File: src/rtl/spi_eeprom_boot_loader_pkg.sv
// Purpose: constants and types for the boot loader
// Assumes: 50 MHz core clock
// Notes: signature value is arbitrary
package spi_eeprom_boot_loader_pkg;
  localparam logic [7:0] READ_CMD = 8'h03;
  // arbitrary signature value, replace per product
  localparam logic [31:0] BOOT_SIGNATURE = 32'h5aa53cc3;
  localparam logic [23:0] SIG_ADDR = 24'h000000;
  localparam logic [23:0] RECORD_ADDR = 24'h000004;
  localparam logic [7:0] TYPE_IMEM = 8'h00;
  localparam logic [7:0] TYPE_XMEM = 8'h01;
  localparam logic [7:0] TYPE_YMEM = 8'h02;
  localparam logic [7:0] TYPE_EXEC = 8'h03;
  localparam logic [2:0] POS_TYPE = 3'h0;
  localparam logic [2:0] POS_LEN_LO = 3'h1;
  localparam logic [2:0] POS_LEN_HI = 3'h2;
  localparam logic [2:0] POS_ADDR_LO = 3'h3;
  localparam logic [2:0] POS_ADDR_HI = 3'h4;
  localparam logic [2:0] PROBE_LAST = 3'h3;
  localparam logic [1:0] HDR_LAST_16 = 2'h2;
  localparam logic [1:0] HDR_LAST_24 = 2'h3;
  localparam int CLK_PERIOD_NS = 20;
  localparam int STROBE_LOW_NS = 660;
  localparam logic [5:0] STROBE_LOW_CYCLES =
    6'((STROBE_LOW_NS + CLK_PERIOD_NS - 1) / CLK_PERIOD_NS);
  localparam logic [1:0] SPI_HALF_CYCLES = 2'h2;
  localparam logic [5:0] CS_GAP_CYCLES = 6'h04;
  typedef enum logic [3:0] {
    ST_START,
    ST_SEND,
    ST_PROBE,
    ST_CHECK,
    ST_GAP,
    ST_REC_HDR,
    ST_DATA,
    ST_SKIP,
    ST_EXEC,
    ST_FLASH,
    ST_STROBE,
    ST_ROM
  } state_type;
endpackage : spi_eeprom_boot_loader_pkg

File: src/rtl/spi_eeprom_boot_loader.sv
// Purpose: boot sequencer loading records from an SPI EEPROM into core memories
// Assumes: straps and miso synchronous to clock_in
// Notes: payload written one byte per write strobe
// What this block does
// - low eeprom strap skips SPI boot
// - order: SPI stage, flash probe, ROM
// - any reset source restarts the sequence
// - probe reads four bytes, 16-bit address zero
// - full signature match selects 16-bit mode
// - shifted three-byte match selects 24-bit mode
// - no match abandons SPI stage
// - read records until execute record
// - unknown types skipped by length, no writes
// - type 0 I, 1 X, 2 Y, 3 execute
// - bytes one, two: length, low first
// - bytes three, four: address; payload follows
// - flash probe with 660 ns strobe low
`timescale 1ns/1ps
`default_nettype none
module spi_eeprom_boot_loader
  import spi_eeprom_boot_loader_pkg::*;
(
  // clock and resets
  input wire logic clock_in,
  input wire logic resetn_in,
  input wire logic external_reset_pin_n_in,
  input wire logic watchdog_reset_in,
  // straps
  input wire logic eeprom_select_strap_in,
  input wire logic flash_enable_strap_in,
  // spi eeprom
  input wire logic spi_miso_in,
  output logic spi_sck_out,
  output logic spi_mosi_out,
  output logic eeprom_select_out,
  output logic eeprom_select_oe_out,
  // core memories
  output logic mem_write_out,
  output logic [1:0] mem_space_out,
  output logic [15:0] mem_addr_out,
  output logic [7:0] mem_data_out,
  // handover
  output logic addr_24bit_out,
  output logic boot_exec_out,
  output logic [15:0] exec_addr_out,
  output logic rom_handover_out,
  // parallel flash probe
  output logic flash_read_strobe_n_out,
  input wire logic [7:0] flash_data_in,
  output logic [7:0] flash_probe_data_out
);

  function automatic logic [7:0] hdr_byte(input logic [1:0] idx, input logic wide,
                                          input logic probing);
    logic [23:0] a;
    a = probing ? SIG_ADDR : RECORD_ADDR;
    hdr_byte = READ_CMD;
    if (wide)
    begin
      case (idx)
        2'h1: hdr_byte = a[23:16];
        2'h2: hdr_byte = a[15:8];
        2'h3: hdr_byte = a[7:0];
        default: hdr_byte = READ_CMD;
      endcase
    end
    else
    begin
      case (idx)
        2'h1: hdr_byte = a[15:8];
        2'h2: hdr_byte = a[7:0];
        default: hdr_byte = READ_CMD;
      endcase
    end
  endfunction : hdr_byte

  logic restart;
  assign restart = !external_reset_pin_n_in || watchdog_reset_in;

  // spi byte engine
  logic spi_start;
  logic [7:0] spi_tx;
  logic busy, next_busy;
  logic sck, next_sck;
  logic [2:0] bit_cnt, next_bit_cnt;
  logic [1:0] div_cnt, next_div_cnt;
  logic [7:0] tx_sh, next_tx_sh;
  logic [7:0] rx_sh, next_rx_sh;
  logic spi_done, next_spi_done;

  always_comb
  begin
    next_busy = busy;
    next_sck = sck;
    next_bit_cnt = bit_cnt;
    next_div_cnt = div_cnt;
    next_tx_sh = tx_sh;
    next_rx_sh = rx_sh;
    next_spi_done = 1'b0;
    if (!busy)
    begin
      if (spi_start)
      begin
        next_busy = 1'b1;
        next_tx_sh = spi_tx;
        next_bit_cnt = 3'h0;
        next_div_cnt = 2'h0;
        next_sck = 1'b0;
      end
    end
    else if (div_cnt == SPI_HALF_CYCLES - 2'h1)
    begin
      next_div_cnt = 2'h0;
      if (!sck)
      begin
        next_sck = 1'b1;
        next_rx_sh = {rx_sh[6:0], spi_miso_in};
      end
      else
      begin
        next_sck = 1'b0;
        next_tx_sh = {tx_sh[6:0], 1'b0};
        next_bit_cnt = bit_cnt + 3'h1;
        if (bit_cnt == 3'h7)
        begin
          next_busy = 1'b0;
          next_spi_done = 1'b1;
        end
      end
    end
    else
    begin
      next_div_cnt = div_cnt + 2'h1;
    end
    if (restart)
    begin
      next_busy = 1'b0;
      next_sck = 1'b0;
      next_spi_done = 1'b0;
    end
  end

  always_ff @(posedge clock_in or negedge resetn_in)
  begin
    if (!resetn_in)
    begin
      busy <= 1'b0;
      sck <= 1'b0;
      bit_cnt <= 3'h0;
      div_cnt <= 2'h0;
      tx_sh <= 8'h00;
      rx_sh <= 8'h00;
      spi_done <= 1'b0;
    end
    else
    begin
      busy <= next_busy;
      sck <= next_sck;
      bit_cnt <= next_bit_cnt;
      div_cnt <= next_div_cnt;
      tx_sh <= next_tx_sh;
      rx_sh <= next_rx_sh;
      spi_done <= next_spi_done;
    end
  end

  assign spi_sck_out = sck;
  assign spi_mosi_out = tx_sh[7];

  // boot sequencer
  state_type state, next_state;
  logic wide, next_wide;
  logic probing, next_probing;
  logic waiting, next_waiting;
  logic [1:0] hdr_idx, next_hdr_idx;
  logic [2:0] byte_idx, next_byte_idx;
  logic [31:0] probe_buf, next_probe_buf;
  logic [7:0] rec_type, next_rec_type;
  logic [15:0] rec_len, next_rec_len;
  logic [15:0] rec_addr, next_rec_addr;
  logic [5:0] cnt, next_cnt;
  logic cs_n, next_cs_n;
  logic spi_stage, next_spi_stage;
  logic mem_wr, next_mem_wr;
  logic [1:0] mem_space, next_mem_space;
  logic [15:0] mem_addr, next_mem_addr;
  logic [7:0] mem_data, next_mem_data;
  logic exec, next_exec;
  logic [15:0] exec_addr, next_exec_addr;
  logic rom, next_rom;
  logic strobe_n, next_strobe_n;
  logic [7:0] flash_data, next_flash_data;
  logic reading;

  assign reading = (state == ST_SEND) || (state == ST_PROBE) || (state == ST_REC_HDR) ||
                   (state == ST_DATA) || (state == ST_SKIP);

  always_comb
  begin
    next_state = state;
    next_wide = wide;
    next_probing = probing;
    next_waiting = waiting;
    next_hdr_idx = hdr_idx;
    next_byte_idx = byte_idx;
    next_probe_buf = probe_buf;
    next_rec_type = rec_type;
    next_rec_len = rec_len;
    next_rec_addr = rec_addr;
    next_cnt = cnt;
    next_cs_n = cs_n;
    next_spi_stage = spi_stage;
    next_mem_wr = 1'b0;
    next_mem_space = mem_space;
    next_mem_addr = mem_addr;
    next_mem_data = mem_data;
    next_exec = exec;
    next_exec_addr = exec_addr;
    next_rom = rom;
    next_strobe_n = strobe_n;
    next_flash_data = flash_data;
    spi_start = 1'b0;
    spi_tx = (state == ST_SEND) ? hdr_byte(hdr_idx, wide, probing) : 8'h00;
    if (reading && !waiting && !busy)
    begin
      spi_start = 1'b1;
      next_waiting = 1'b1;
    end
    if (spi_done)
    begin
      next_waiting = 1'b0;
    end
    case (state)
      ST_START:
      begin
        next_wide = 1'b0;
        next_probing = 1'b1;
        next_hdr_idx = 2'h0;
        next_byte_idx = 3'h0;
        next_cnt = 6'h00;
        if (eeprom_select_strap_in)
        begin
          next_cs_n = 1'b0;
          next_spi_stage = 1'b1;
          next_state = ST_SEND;
        end
        else
        begin
          next_state = ST_FLASH;
        end
      end
      ST_SEND:
      begin
        if (spi_done)
        begin
          next_hdr_idx = hdr_idx + 2'h1;
          if (hdr_idx == (wide ? HDR_LAST_24 : HDR_LAST_16))
          begin
            next_byte_idx = 3'h0;
            next_state = probing ? ST_PROBE : ST_REC_HDR;
          end
        end
      end
      ST_PROBE:
      begin
        if (spi_done)
        begin
          next_probe_buf = {probe_buf[23:0], rx_sh};
          next_byte_idx = byte_idx + 3'h1;
          if (byte_idx == PROBE_LAST)
          begin
            next_cs_n = 1'b1;
            next_state = ST_CHECK;
          end
        end
      end
      ST_CHECK:
      begin
        next_cnt = 6'h00;
        next_probing = 1'b0;
        next_hdr_idx = 2'h0;
        if (probe_buf == BOOT_SIGNATURE)
        begin
          next_wide = 1'b0;
          next_state = ST_GAP;
        end
        else if (probe_buf[23:0] == BOOT_SIGNATURE[31:8])
        begin
          next_wide = 1'b1;
          next_state = ST_GAP;
        end
        else
        begin
          next_spi_stage = 1'b0;
          next_state = ST_FLASH;
        end
      end
      ST_GAP:
      begin
        next_cnt = cnt + 6'h01;
        if (cnt == CS_GAP_CYCLES - 6'h01)
        begin
          next_cs_n = 1'b0;
          next_state = ST_SEND;
        end
      end
      ST_REC_HDR:
      begin
        if (spi_done)
        begin
          next_byte_idx = byte_idx + 3'h1;
          case (byte_idx)
            POS_TYPE: next_rec_type = rx_sh;
            POS_LEN_LO: next_rec_len = {rec_len[15:8], rx_sh};
            POS_LEN_HI: next_rec_len = {rx_sh, rec_len[7:0]};
            POS_ADDR_LO: next_rec_addr = {rec_addr[15:8], rx_sh};
            default: next_rec_addr = {rx_sh, rec_addr[7:0]};
          endcase
          if (byte_idx == POS_ADDR_HI)
          begin
            next_byte_idx = 3'h0;
            if (rec_type == TYPE_EXEC)
            begin
              next_cs_n = 1'b1;
              next_spi_stage = 1'b0;
              next_exec = 1'b1;
              next_exec_addr = {rx_sh, rec_addr[7:0]};
              next_state = ST_EXEC;
            end
            else if (rec_len == 16'h0000)
            begin
              next_state = ST_REC_HDR;
            end
            else if (rec_type == TYPE_IMEM || rec_type == TYPE_XMEM ||
                     rec_type == TYPE_YMEM)
            begin
              next_state = ST_DATA;
            end
            else
            begin
              next_state = ST_SKIP;
            end
          end
        end
      end
      ST_DATA:
      begin
        if (spi_done)
        begin
          next_mem_wr = 1'b1;
          next_mem_space = rec_type[1:0];
          next_mem_addr = rec_addr;
          next_mem_data = rx_sh;
          next_rec_addr = rec_addr + 16'h0001;
          next_rec_len = rec_len - 16'h0001;
          if (rec_len == 16'h0001)
          begin
            next_state = ST_REC_HDR;
          end
        end
      end
      ST_SKIP:
      begin
        if (spi_done)
        begin
          next_rec_len = rec_len - 16'h0001;
          if (rec_len == 16'h0001)
          begin
            next_state = ST_REC_HDR;
          end
        end
      end
      ST_FLASH:
      begin
        next_cnt = 6'h00;
        if (flash_enable_strap_in)
        begin
          next_strobe_n = 1'b0;
          next_state = ST_STROBE;
        end
        else
        begin
          next_state = ST_ROM;
        end
      end
      ST_STROBE:
      begin
        next_cnt = cnt + 6'h01;
        if (cnt == STROBE_LOW_CYCLES - 6'h01)
        begin
          next_strobe_n = 1'b1;
          next_flash_data = flash_data_in;
          next_state = ST_ROM;
        end
      end
      ST_ROM:
      begin
        next_rom = 1'b1;
      end
      ST_EXEC:
      begin
        next_exec = 1'b1;
      end
      default:
      begin
        next_state = ST_START;
      end
    endcase
    if (restart)
    begin
      next_state = ST_START;
      next_waiting = 1'b0;
      next_cs_n = 1'b1;
      next_spi_stage = 1'b0;
      next_mem_wr = 1'b0;
      next_exec = 1'b0;
      next_rom = 1'b0;
      next_strobe_n = 1'b1;
    end
  end

  always_ff @(posedge clock_in or negedge resetn_in)
  begin
    if (!resetn_in)
    begin
      state <= ST_START;
      wide <= 1'b0;
      probing <= 1'b1;
      waiting <= 1'b0;
      hdr_idx <= 2'h0;
      byte_idx <= 3'h0;
      probe_buf <= 32'h00000000;
      rec_type <= 8'h00;
      rec_len <= 16'h0000;
      rec_addr <= 16'h0000;
      cnt <= 6'h00;
      cs_n <= 1'b1;
      spi_stage <= 1'b0;
      mem_wr <= 1'b0;
      mem_space <= 2'h0;
      mem_addr <= 16'h0000;
      mem_data <= 8'h00;
      exec <= 1'b0;
      exec_addr <= 16'h0000;
      rom <= 1'b0;
      strobe_n <= 1'b1;
      flash_data <= 8'h00;
    end
    else
    begin
      state <= next_state;
      wide <= next_wide;
      probing <= next_probing;
      waiting <= next_waiting;
      hdr_idx <= next_hdr_idx;
      byte_idx <= next_byte_idx;
      probe_buf <= next_probe_buf;
      rec_type <= next_rec_type;
      rec_len <= next_rec_len;
      rec_addr <= next_rec_addr;
      cnt <= next_cnt;
      cs_n <= next_cs_n;
      spi_stage <= next_spi_stage;
      mem_wr <= next_mem_wr;
      mem_space <= next_mem_space;
      mem_addr <= next_mem_addr;
      mem_data <= next_mem_data;
      exec <= next_exec;
      exec_addr <= next_exec_addr;
      rom <= next_rom;
      strobe_n <= next_strobe_n;
      flash_data <= next_flash_data;
    end
  end

  assign eeprom_select_out = cs_n;
  assign eeprom_select_oe_out = spi_stage;
  assign mem_write_out = mem_wr;
  assign mem_space_out = mem_space;
  assign mem_addr_out = mem_addr;
  assign mem_data_out = mem_data;
  assign addr_24bit_out = wide;
  assign boot_exec_out = exec;
  assign exec_addr_out = exec_addr;
  assign rom_handover_out = rom;
  assign flash_read_strobe_n_out = strobe_n;
  assign flash_probe_data_out = flash_data;

endmodule : spi_eeprom_boot_loader
`default_nettype wire

File: config.mk
export PLATFORM = sky130hd
export DESIGN_NAME = spi_eeprom_boot_loader
export DESIGN_NICKNAME = d
export VERILOG_FILES = /design/src/rtl/spi_eeprom_boot_loader_pkg.sv /design/src/rtl/spi_eeprom_boot_loader.sv
export SDC_FILE = /design/constraint.sdc
export NUM_CORES = 1
export LEC_CHECK = 0
export BUFFER_PORTS_ARGS = -buffer_cell sky130_fd_sc_hd__buf_2
export CAP_MARGIN = 20
export CORE_AREA = 4 4 108 212
export DETAILED_ROUTE_END_ITERATION = 16
export DIE_AREA = 0 0 112 216
export GPL_TIMING_DRIVEN = 0
export PLACE_DENSITY = 0.57
export SLEW_MARGIN = 20
export SYNTH_ARGS = -nofsm -noshare
export SYNTH_HDL_FRONTEND = slang
export SYNTH_SLANG_ARGS = --single-unit
File: constraint.sdc
create_clock -name clock_in -period 6.84 [get_ports clock_in]
set_input_delay 0.342 -clock clock_in [delete_from_list [all_inputs] [get_ports clock_in]]
set_output_delay 0.342 -clock clock_in [all_outputs]
set_load 0.02 [all_outputs]
==> results of run 1 <==
## path summary, 6_finish.rpt
path | from | endpoint | slack [ns] | cells after the start
worst max-delay path | byte_idx[2] | rec_addr[1] | 4.02 | 9
worst min-delay path | flash_data_in[0] | flash_probe_data_out[0] | 0.14 | 2
worst max register to register | byte_idx[2] | rec_addr[1] | 4.02 | 9
worst min register to register | mem_data_out[3] | mem_data_out[3] | 0.48 | 2
max in group asynchronous | resetn_in | rec_len[6] | 5.51 | 3
min in group asynchronous | resetn_in | mem_addr_out[3] | 0.50 | 2
## worst max-delay path, cell delays in order, from the launching register on
cell	delay [ns]
dfrtp_1	0.36
clkbuf_1	0.22
inv_1	0.10
ha_1	0.16
clkbuf_1	0.48
o211ai_1	0.17
a21oi_1	0.59
clkbuf_1	0.43
nor2_1	0.07
a31oi_1	0.15
## cell type report
type                    instances  area, um^2
clock inverters                11         168
flip-flops and latches        170        4260
fillers                      2050       11400
well taps                     269         337
clock buffers                  21         470
multi-input cells             548        3830
plain buffers                  45         184
inverters                      20        75.1
repair buffers                 75         413
## where the power goes
| part | leakage (nW) | switching (mW) | internal, mW |
|---|---|---|---|
| clock network | 0.309 | 0.399 | 0.639 |
| registers | 2.36 | 0.0174 | 1.03 |
| logic | 1.93 | 0.212 | 0.0992 |
| total | 4.60 | 0.629 | 1.77 |
## timing repair
item | 4_1_cts | 5_1_grt
buffers inserted | 0 | 0
hold buffers | 1 | 0
endpoints found under the hold margin | 89 | 0
## layout by cell type (no fill, tap or decap), drive strengths merged, types with 5 or more instances in the layout
| cell type | n |
|---|---|
| o31ai | 5 |
| nor2 | 49 |
| a31oi | 17 |
| nand3 | 18 |
| ha | 16 |
| nand2b | 8 |
| a21o | 6 |
| o21bai | 7 |
| nor3 | 19 |
| nand4 | 9 |
| o21ai | 45 |
| dfrtp | 167 |
| and3 | 10 |
| buf | 88 |
| a22oi | 7 |
| nand2 | 58 |
| a22o | 12 |
| nor2b | 10 |
| clkinv | 6 |
| clkbuf | 52 |
| nor4bb | 11 |
| inv | 19 |
| a32oi | 5 |
| a21oi | 71 |
| mux2 | 95 |
| and2 | 5 |
## routing by layer
layer / vias to the layer above / wire length (um) / global-route usage (%)
met4: 0 / 1070 / 10.8
met5: - / 0 / 0
met1: 3193 / 8360 / 20.8
met3: 51 / 672 / 3.17
li1: 3059 / - / -
met2: 158 / 12300 / 34.5
## sequential cells by signal, summed over array words and instances (netlist names), 4 cells and up
register and count:
exec_addr_out 16, flash_probe_data_out 8, rx_sh 8, probe_buf 32, state 4, mem_addr_out 16, mem_data_out 8, rec_type 8
cnt 6, tx_sh 8, rec_addr 16, rec_len 16
## metrics by stage
step | cell area (um^2) | power, mW | cells | setup slack (ns) | utilization (%)
after CTS | 9740 | 2.42 | 1159 | 4.05 | 46.1
after global placement | 9050 | 1.37 | 1125 | 2.69 | 42.9
after detailed placement | 9090 | 1.37 | 1126 | 4.06 | 43.0
after floorplan | 8350 | 1.26 | 783 | 4.67 | -
after global routing | 9740 | 2.49 | 1159 | 3.88 | 46.1
final | 9740 | 2.40 | 1159 | 4.02 | 46.1
## kinds of logic (layout without fill, tap and decap cells)
kind of cell | count (synthesis) | in the layout | share of synthesized area [%]
simple gates | 216 | 216 | 13.7
compound gates | 214 | 214 | 16.2
flops | 170 | 170 | 51.0
mux | 99 | 99 | 13.3
buf+inv | 65 | 172 | 3.10
fa+ha+maj | 16 | 16 | 2.40
xor+xnor | 3 | 3 | 0.315
==> metrics.log, run 1 <==
INFO  metric timing.slew.headroom = a little over a quarter
INFO  metric post_synth_most_frequent_cells = dfrtp_1 (167), mux2_2 (95), a21oi_1 (71)
INFO  metric timing.critical_path.required = 7.20 ns
INFO  metric cts_num_sinks = 170
INFO  metric vdd.ir_drop.worst = 181 uV
INFO  metric drc = 0
INFO  metric n_antenna_cell = 0
INFO  metric io_pins = 74
INFO  metric crit_path_max_fanout = 10
INFO  metric synth.cell_area = 0.00835 mm^2
INFO  metric synth-main-ff-cell = dfrtp_1
INFO  metric hold_ws = 0.136 ns
INFO  metric syn_nets = 814
INFO  metric avg_wl_per_cell = 19.3 um
INFO  metric final.setup_skew = 0.00917 ns
INFO  metric placementRows = 75
INFO  metric core-area = about 0.021 mm^2
INFO  metric gr-usage-all-layers = 19.0%
INFO  metric chipWidth = 112 um
INFO  metric fmaxAchievable = between 300 and 400 MHz
INFO  metric total_of_flip_flops_plus_latches_after_synthesis = 170
INFO  metric path_clk_slew = 0.07 ns
INFO  metric worst_hold_path_type = in -> reg
INFO  metric port_buffers = 73
INFO  metric worst_pin_slew = 1.10 ns
INFO  metric first_iter_violations = 289
INFO  metric sequential_share_of_the_synthesized_area = around half
INFO  metric synth_top_area_share = about half
INFO  metric setup-violations-final = 0
INFO  metric first_pass_iters = 5
INFO  metric run_status = finished clean
INFO  metric number_of_flops_mapped_to_enable_cells_by_yosys = 0
INFO  metric synth.top_cells.by_area = dfrtp_1 (50%), mux2_2 (13%), a21oi_1 (4.3%)
INFO  metric startpoint_type = flip-flop
INFO  metric slew_viol_final = 0
INFO  metric post-route-period-util = 41.3%
INFO  metric grt_antenna_before_repair = 0
INFO  metric clk_root_buffer_cell = clkbuf_16
INFO  metric timing.max_cap.violations = 0
INFO  metric wire_length_of_the_first_global_routing_pass = 36,200 um
INFO  metric synthesis.instances = 783
INFO  metric floorplan.initialDensity = 39.5%
INFO  metric fp.dieArea = 0.0242 mm^2
INFO  metric floorplan.die.height = 216 um
INFO  metric cts.path.max_buffers = 2
INFO  metric grt_setup_unrepaired = no
INFO  metric worst_setup_ep_type = flip-flop
INFO  metric critical_path_arrival = 3.18 ns
INFO  metric count_of_cells_resized_by_post_cts_repair = 0
INFO  metric power_density = 246 mW/mm^2
INFO  metric synth_top_cell_by_area = dfrtp_1
INFO  metric avgViaCountPerCell = 5.57
INFO  metric htreeDepth = 4
INFO  metric path_class = reg -> reg
INFO  metric synth_area_per_cell = about 11 um^2
INFO  metric vias = 6,461
INFO  metric ys_types = 66
INFO  metric cts_tree = yes
INFO  metric power_leakage = 4.60 nW
INFO  metric place_congestion = 0.911
INFO  metric cts_made_buffers = 17
INFO  metric hold_violations = 0
INFO  metric pin_count_of_the_biggest_net_entering_global_routing = 94
INFO  metric num-nets-final = 908
INFO  metric yosysWarnings = 0
INFO  metric ant_nets = 0
INFO  metric grt_pass1_vias = 6,542
INFO  metric routed_wl = ~22,000 um
INFO  metric clk_latency = ~0.44 ns
INFO  metric final_layout_size_suffix_gt1_share = 25.6%
INFO  metric syn_to_final_growth = 16.6%
INFO  metric postSynth.asyncResetShare = 100%
INFO  metric finalSetupTns = 0 ns
INFO  metric dp.final_hpwl = 16,600 um
INFO  metric grt.overflow.total = 0
INFO  metric minimum_clock_period_after_layout = 2.82 ns
INFO  metric synth_most_common_cell = dfrtp_1
(Power assumes the default switching activity.)
==> run 2, diff against run 1 <==
==> constraint.sdc (replaced) <==
create_clock -name clock_in -period 2.6 [get_ports clock_in]
set_input_delay 0.13 -clock clock_in [delete_from_list [all_inputs] [get_ports clock_in]]
set_output_delay 0.13 -clock clock_in [all_outputs]
set_load 0.02 [all_outputs]
==> run 2 against run 1 <==
Clock power increased to 2.6 times the previous value. Largest power group unchanged. Worst setup slack got worse by 3.9 ns. Worst hold slack got worse by 0.054 ns. Register-to-register slack got worse by 3.9 ns. Critical path type unchanged. Combinational power increased to 2.7 times the previous value. Die area unchanged. Cell area increased by 1.5%.
==> metrics.log, run 2 (synthesis results as in run 1) <==
INFO  metric run_status = finished clean
INFO  metric power_leakage = 4.66 nW (+1.4%)
INFO  metric hold_violations = 0 (unchanged)
INFO  metric io_pins = 74 (unchanged)
INFO  metric post-route-period-util = 95.0% (+54 points)
INFO  metric critical-path-top-delay-family = compound AO/OA/AOI/OAI gates
INFO  metric largest_reg_flops = 32 (unchanged)
INFO  metric first_iter_violations = 305 (+5.5%)
INFO  metric crit_path_max_fanout = 3 (-7)
INFO  metric grt.overflow.total = 0 (unchanged)
INFO  metric fmaxAchievable = 405 MHz (+14%)
INFO  metric final_common_cell = dfrtp_1
INFO  metric grt_setup_unrepaired = no
INFO  metric core-area = 0.0211 mm^2 (unchanged)
INFO  metric slew_viol_final = 0 (unchanged)
INFO  metric stdcell_area = 0.00988 mm^2 (+1.5%)
INFO  metric clk_latency = 0.44 ns (about the same)
INFO  metric gr-usage-all-layers = 19.2% (+0.12 points)
INFO  metric power_switching = 1.66 mW (+160%)
INFO  metric port_buffers = 73 (unchanged)
INFO  metric critical_path_arrival = 2.76 ns (-0.42 ns)
INFO  metric largest_register = probe_buf
INFO  metric syn_to_final_growth = 18.3%
INFO  metric finalSetupTns = 0 ns (unchanged)
INFO  metric drc = 0 (unchanged)
INFO  metric cp_slowest_cell = a2111oi_0
INFO  metric power_frac_comb = 13.3% (+0.3 points)
INFO  metric path_buf_inv = 0 (-4)
INFO  metric avg_wl_per_cell = 19.3 um (-0.27%)
INFO  metric hold_ws = 0.0827 ns (-0.0536 ns)
INFO  metric first_pass_iters = 5 (unchanged)
INFO  metric post_cts.repair.setup_buffers = 0 (unchanged)
INFO  metric floorplan.die.height = 216 um (unchanged)
INFO  metric startpoint_type = flip-flop
INFO  metric place_congestion = 0.911 (unchanged)
INFO  metric pin_count_of_the_biggest_net_entering_global_routing = 94 (unchanged)
INFO  metric avgViaCountPerCell = 5.57 (-0.10%)
INFO  metric timing.critical_path.required = 2.89 ns (-4.31 ns)
INFO  metric final.setup_skew = 0.00990 ns (+0.000728 ns)
INFO  metric num-nets-final = 918 (+1.1%)
INFO  metric cts.path.max_buffers = 2 (unchanged)
INFO  metric routed_wl = 22,500 um (+0.59%)
INFO  metric worst_pin_slew = 1.08 ns (-0.0277 ns)
INFO  metric timing.hold.worst_path_depth = 4 (+2)
INFO  metric setup-violations-final = 0 (unchanged)
INFO  metric post-route-worst-setup-slack = 0.131 ns (-3.89 ns)
INFO  metric cts_tree = yes
INFO  metric chipWidth = 112 um (unchanged)
INFO  metric crit_path_cell_trace = nor4bb_1 -> nand4_1 -> o22ai_1 -> nor2_1 -> a2111oi_0 -> o2bb2ai_1
INFO  metric floorplan.initialDensity = 39.5% (unchanged)
INFO  metric clk_root_buffer_cell = clkbuf_16
INFO  metric timing.max_cap.violations = 0 (unchanged)
INFO  metric critPathMaxStageDelay = 0.61 ns (+0.02 ns)
INFO  metric ant_nets = 0 (unchanged)
INFO  metric dpl-instance-area = 0.00909 mm^2 (unchanged)
INFO  metric fill_cells = 2,035 (-0.73%)
INFO  metric worst_setup_ep_type = flip-flop
INFO  metric cts_made_buffers = 17 (unchanged)
INFO  metric vias = 6,510 (+0.76%)
INFO  metric minimum_clock_period_after_layout = 2.47 ns (-0.353 ns)
INFO  metric reg2reg_depth = 6 (-3)
INFO  metric fp.dieArea = 0.0242 mm^2 (unchanged)
INFO  metric worst_hold_path_type = in -> reg
INFO  metric power_density = 640 mW/mm^2 (+160%)
INFO  metric report.power.total = 6.32 mW (+160%)
INFO  metric timing.critical_path.depth = 6 (-3)
INFO  metric final_layout_size_suffix_gt1_share = 26.9% (+1.3 points)
INFO  metric wire_length_of_the_first_global_routing_pass = 36,500 um (+0.69%)
INFO  metric vdd.ir_drop.worst = 475 uV (+160%)
INFO  metric internal_power = 4.66 mW (+160%)
INFO  metric grt_pass1_vias = 6,603 (+0.93%)
INFO  metric path_clk_slew = 0.06 ns (about the same)
INFO  metric cts_num_sinks = 170 (unchanged)
INFO  metric n_antenna_cell = 0 (unchanged)
INFO  metric grt_antenna_before_repair = 0 (unchanged)
INFO  metric power.share.sequential = 43.6% (about the same)
INFO  metric clock_power_share = 43.1% (-0.2 points)
INFO  metric layout.cells.most_common_list = dfrtp_1 (167), mux2_2 (95), buf_2 (81)
INFO  metric dp.final_hpwl = 16,600 um (unchanged)
INFO  metric htreeDepth = 4 (unchanged)
INFO  metric placementRows = 75 (unchanged)
INFO  metric switching_share = 26.2% (-0.043 points)
INFO  metric dp_worst_setup_slack = -0.178 ns (-4.24 ns)
INFO  metric path_class = reg -> reg
INFO  metric timing.slew.headroom = 27.9% (+1.9 points)
==> run 2: cell count changes in the layout (fill, tap and decap cells not counted), sizes merged <==
cell	change
dlygate4sd3	+10
==> run 2: worst paths after layout <==
| path | startpoint | slack (ns) | endpoint |
|---|---|---|---|
| min reg2reg | mem_data_out[3] | 0.48 | mem_data_out[3] |
| max reg2reg | probe_buf[13] | 0.13 | state[3] |
| min in group asynchronous | resetn_in | 0.28 | mem_addr_out[3] |
| max | probe_buf[13] | 0.13 | state[3] |
| min | flash_enable_strap_in | 0.08 | flash_read_strobe_n_out |
| max in group asynchronous | resetn_in | 1.44 | rec_len[6] |
==> run 2: final cells by class <==
| type | count | area, um^2 | share of cell area, % |
|---|---|---|---|
| buffer | 45 | 190 | 1.93 |
| clock buffer | 21 | 470 | 4.76 |
| clock inverter | 11 | 168 | 1.70 |
| inverter | 20 | 75.1 | 0.760 |
| multi-input combinational | 548 | 3870 | 39.2 |
| sequential | 170 | 4260 | 43.1 |
| tap | 269 | 337 | 3.41 |
| timing repair buffer | 85 | 513 | 5.19 |
==> run 2: power by group through the flow <==
stage	Clock (mW)	Sequential, mW	Combinational (mW)
floorplan	0	2.80	0.519
global placement	0	2.80	0.799
detailed placement	0	2.80	0.814
CTS	2.80	2.75	0.830
global route	2.89	2.76	0.916
finish	2.73	2.75	0.842
==> run 2: repair_timing <==
action / in CTS / in global routing
hold buffers: 11 / 0
endpoints found under the hold margin: 100 / 0
cloned: 0 / 0
resized for setup: 2 / 16
endpoints found under the setup margin: 8 / 86
==> run 2: per-layer routing <==
layer	up-vias	global-route usage (%)	share of wire, %
li1	3082	-	-
met4	0	10.8	4.5
met5	-	0	0
met1	3222	20.8	37
met3	47	3.17	3.1
met2	159	34.8	55
==> run 2: through the flow <==
step	util [%]	cells
6_report	46.8	1169
3_5_place_dp	43.0	1126
2_1_floorplan	-	783
5_1_grt	46.8	1169
3_3_place_gp	42.9	1125
4_1_cts	46.6	1169
==> run 2: tightest hold or removal path, cell delays in order <==
cell and delay (ns):
buf_2 0.12, nand3_1 0.10, a21oi_1 0.07, nand2_1 0.06
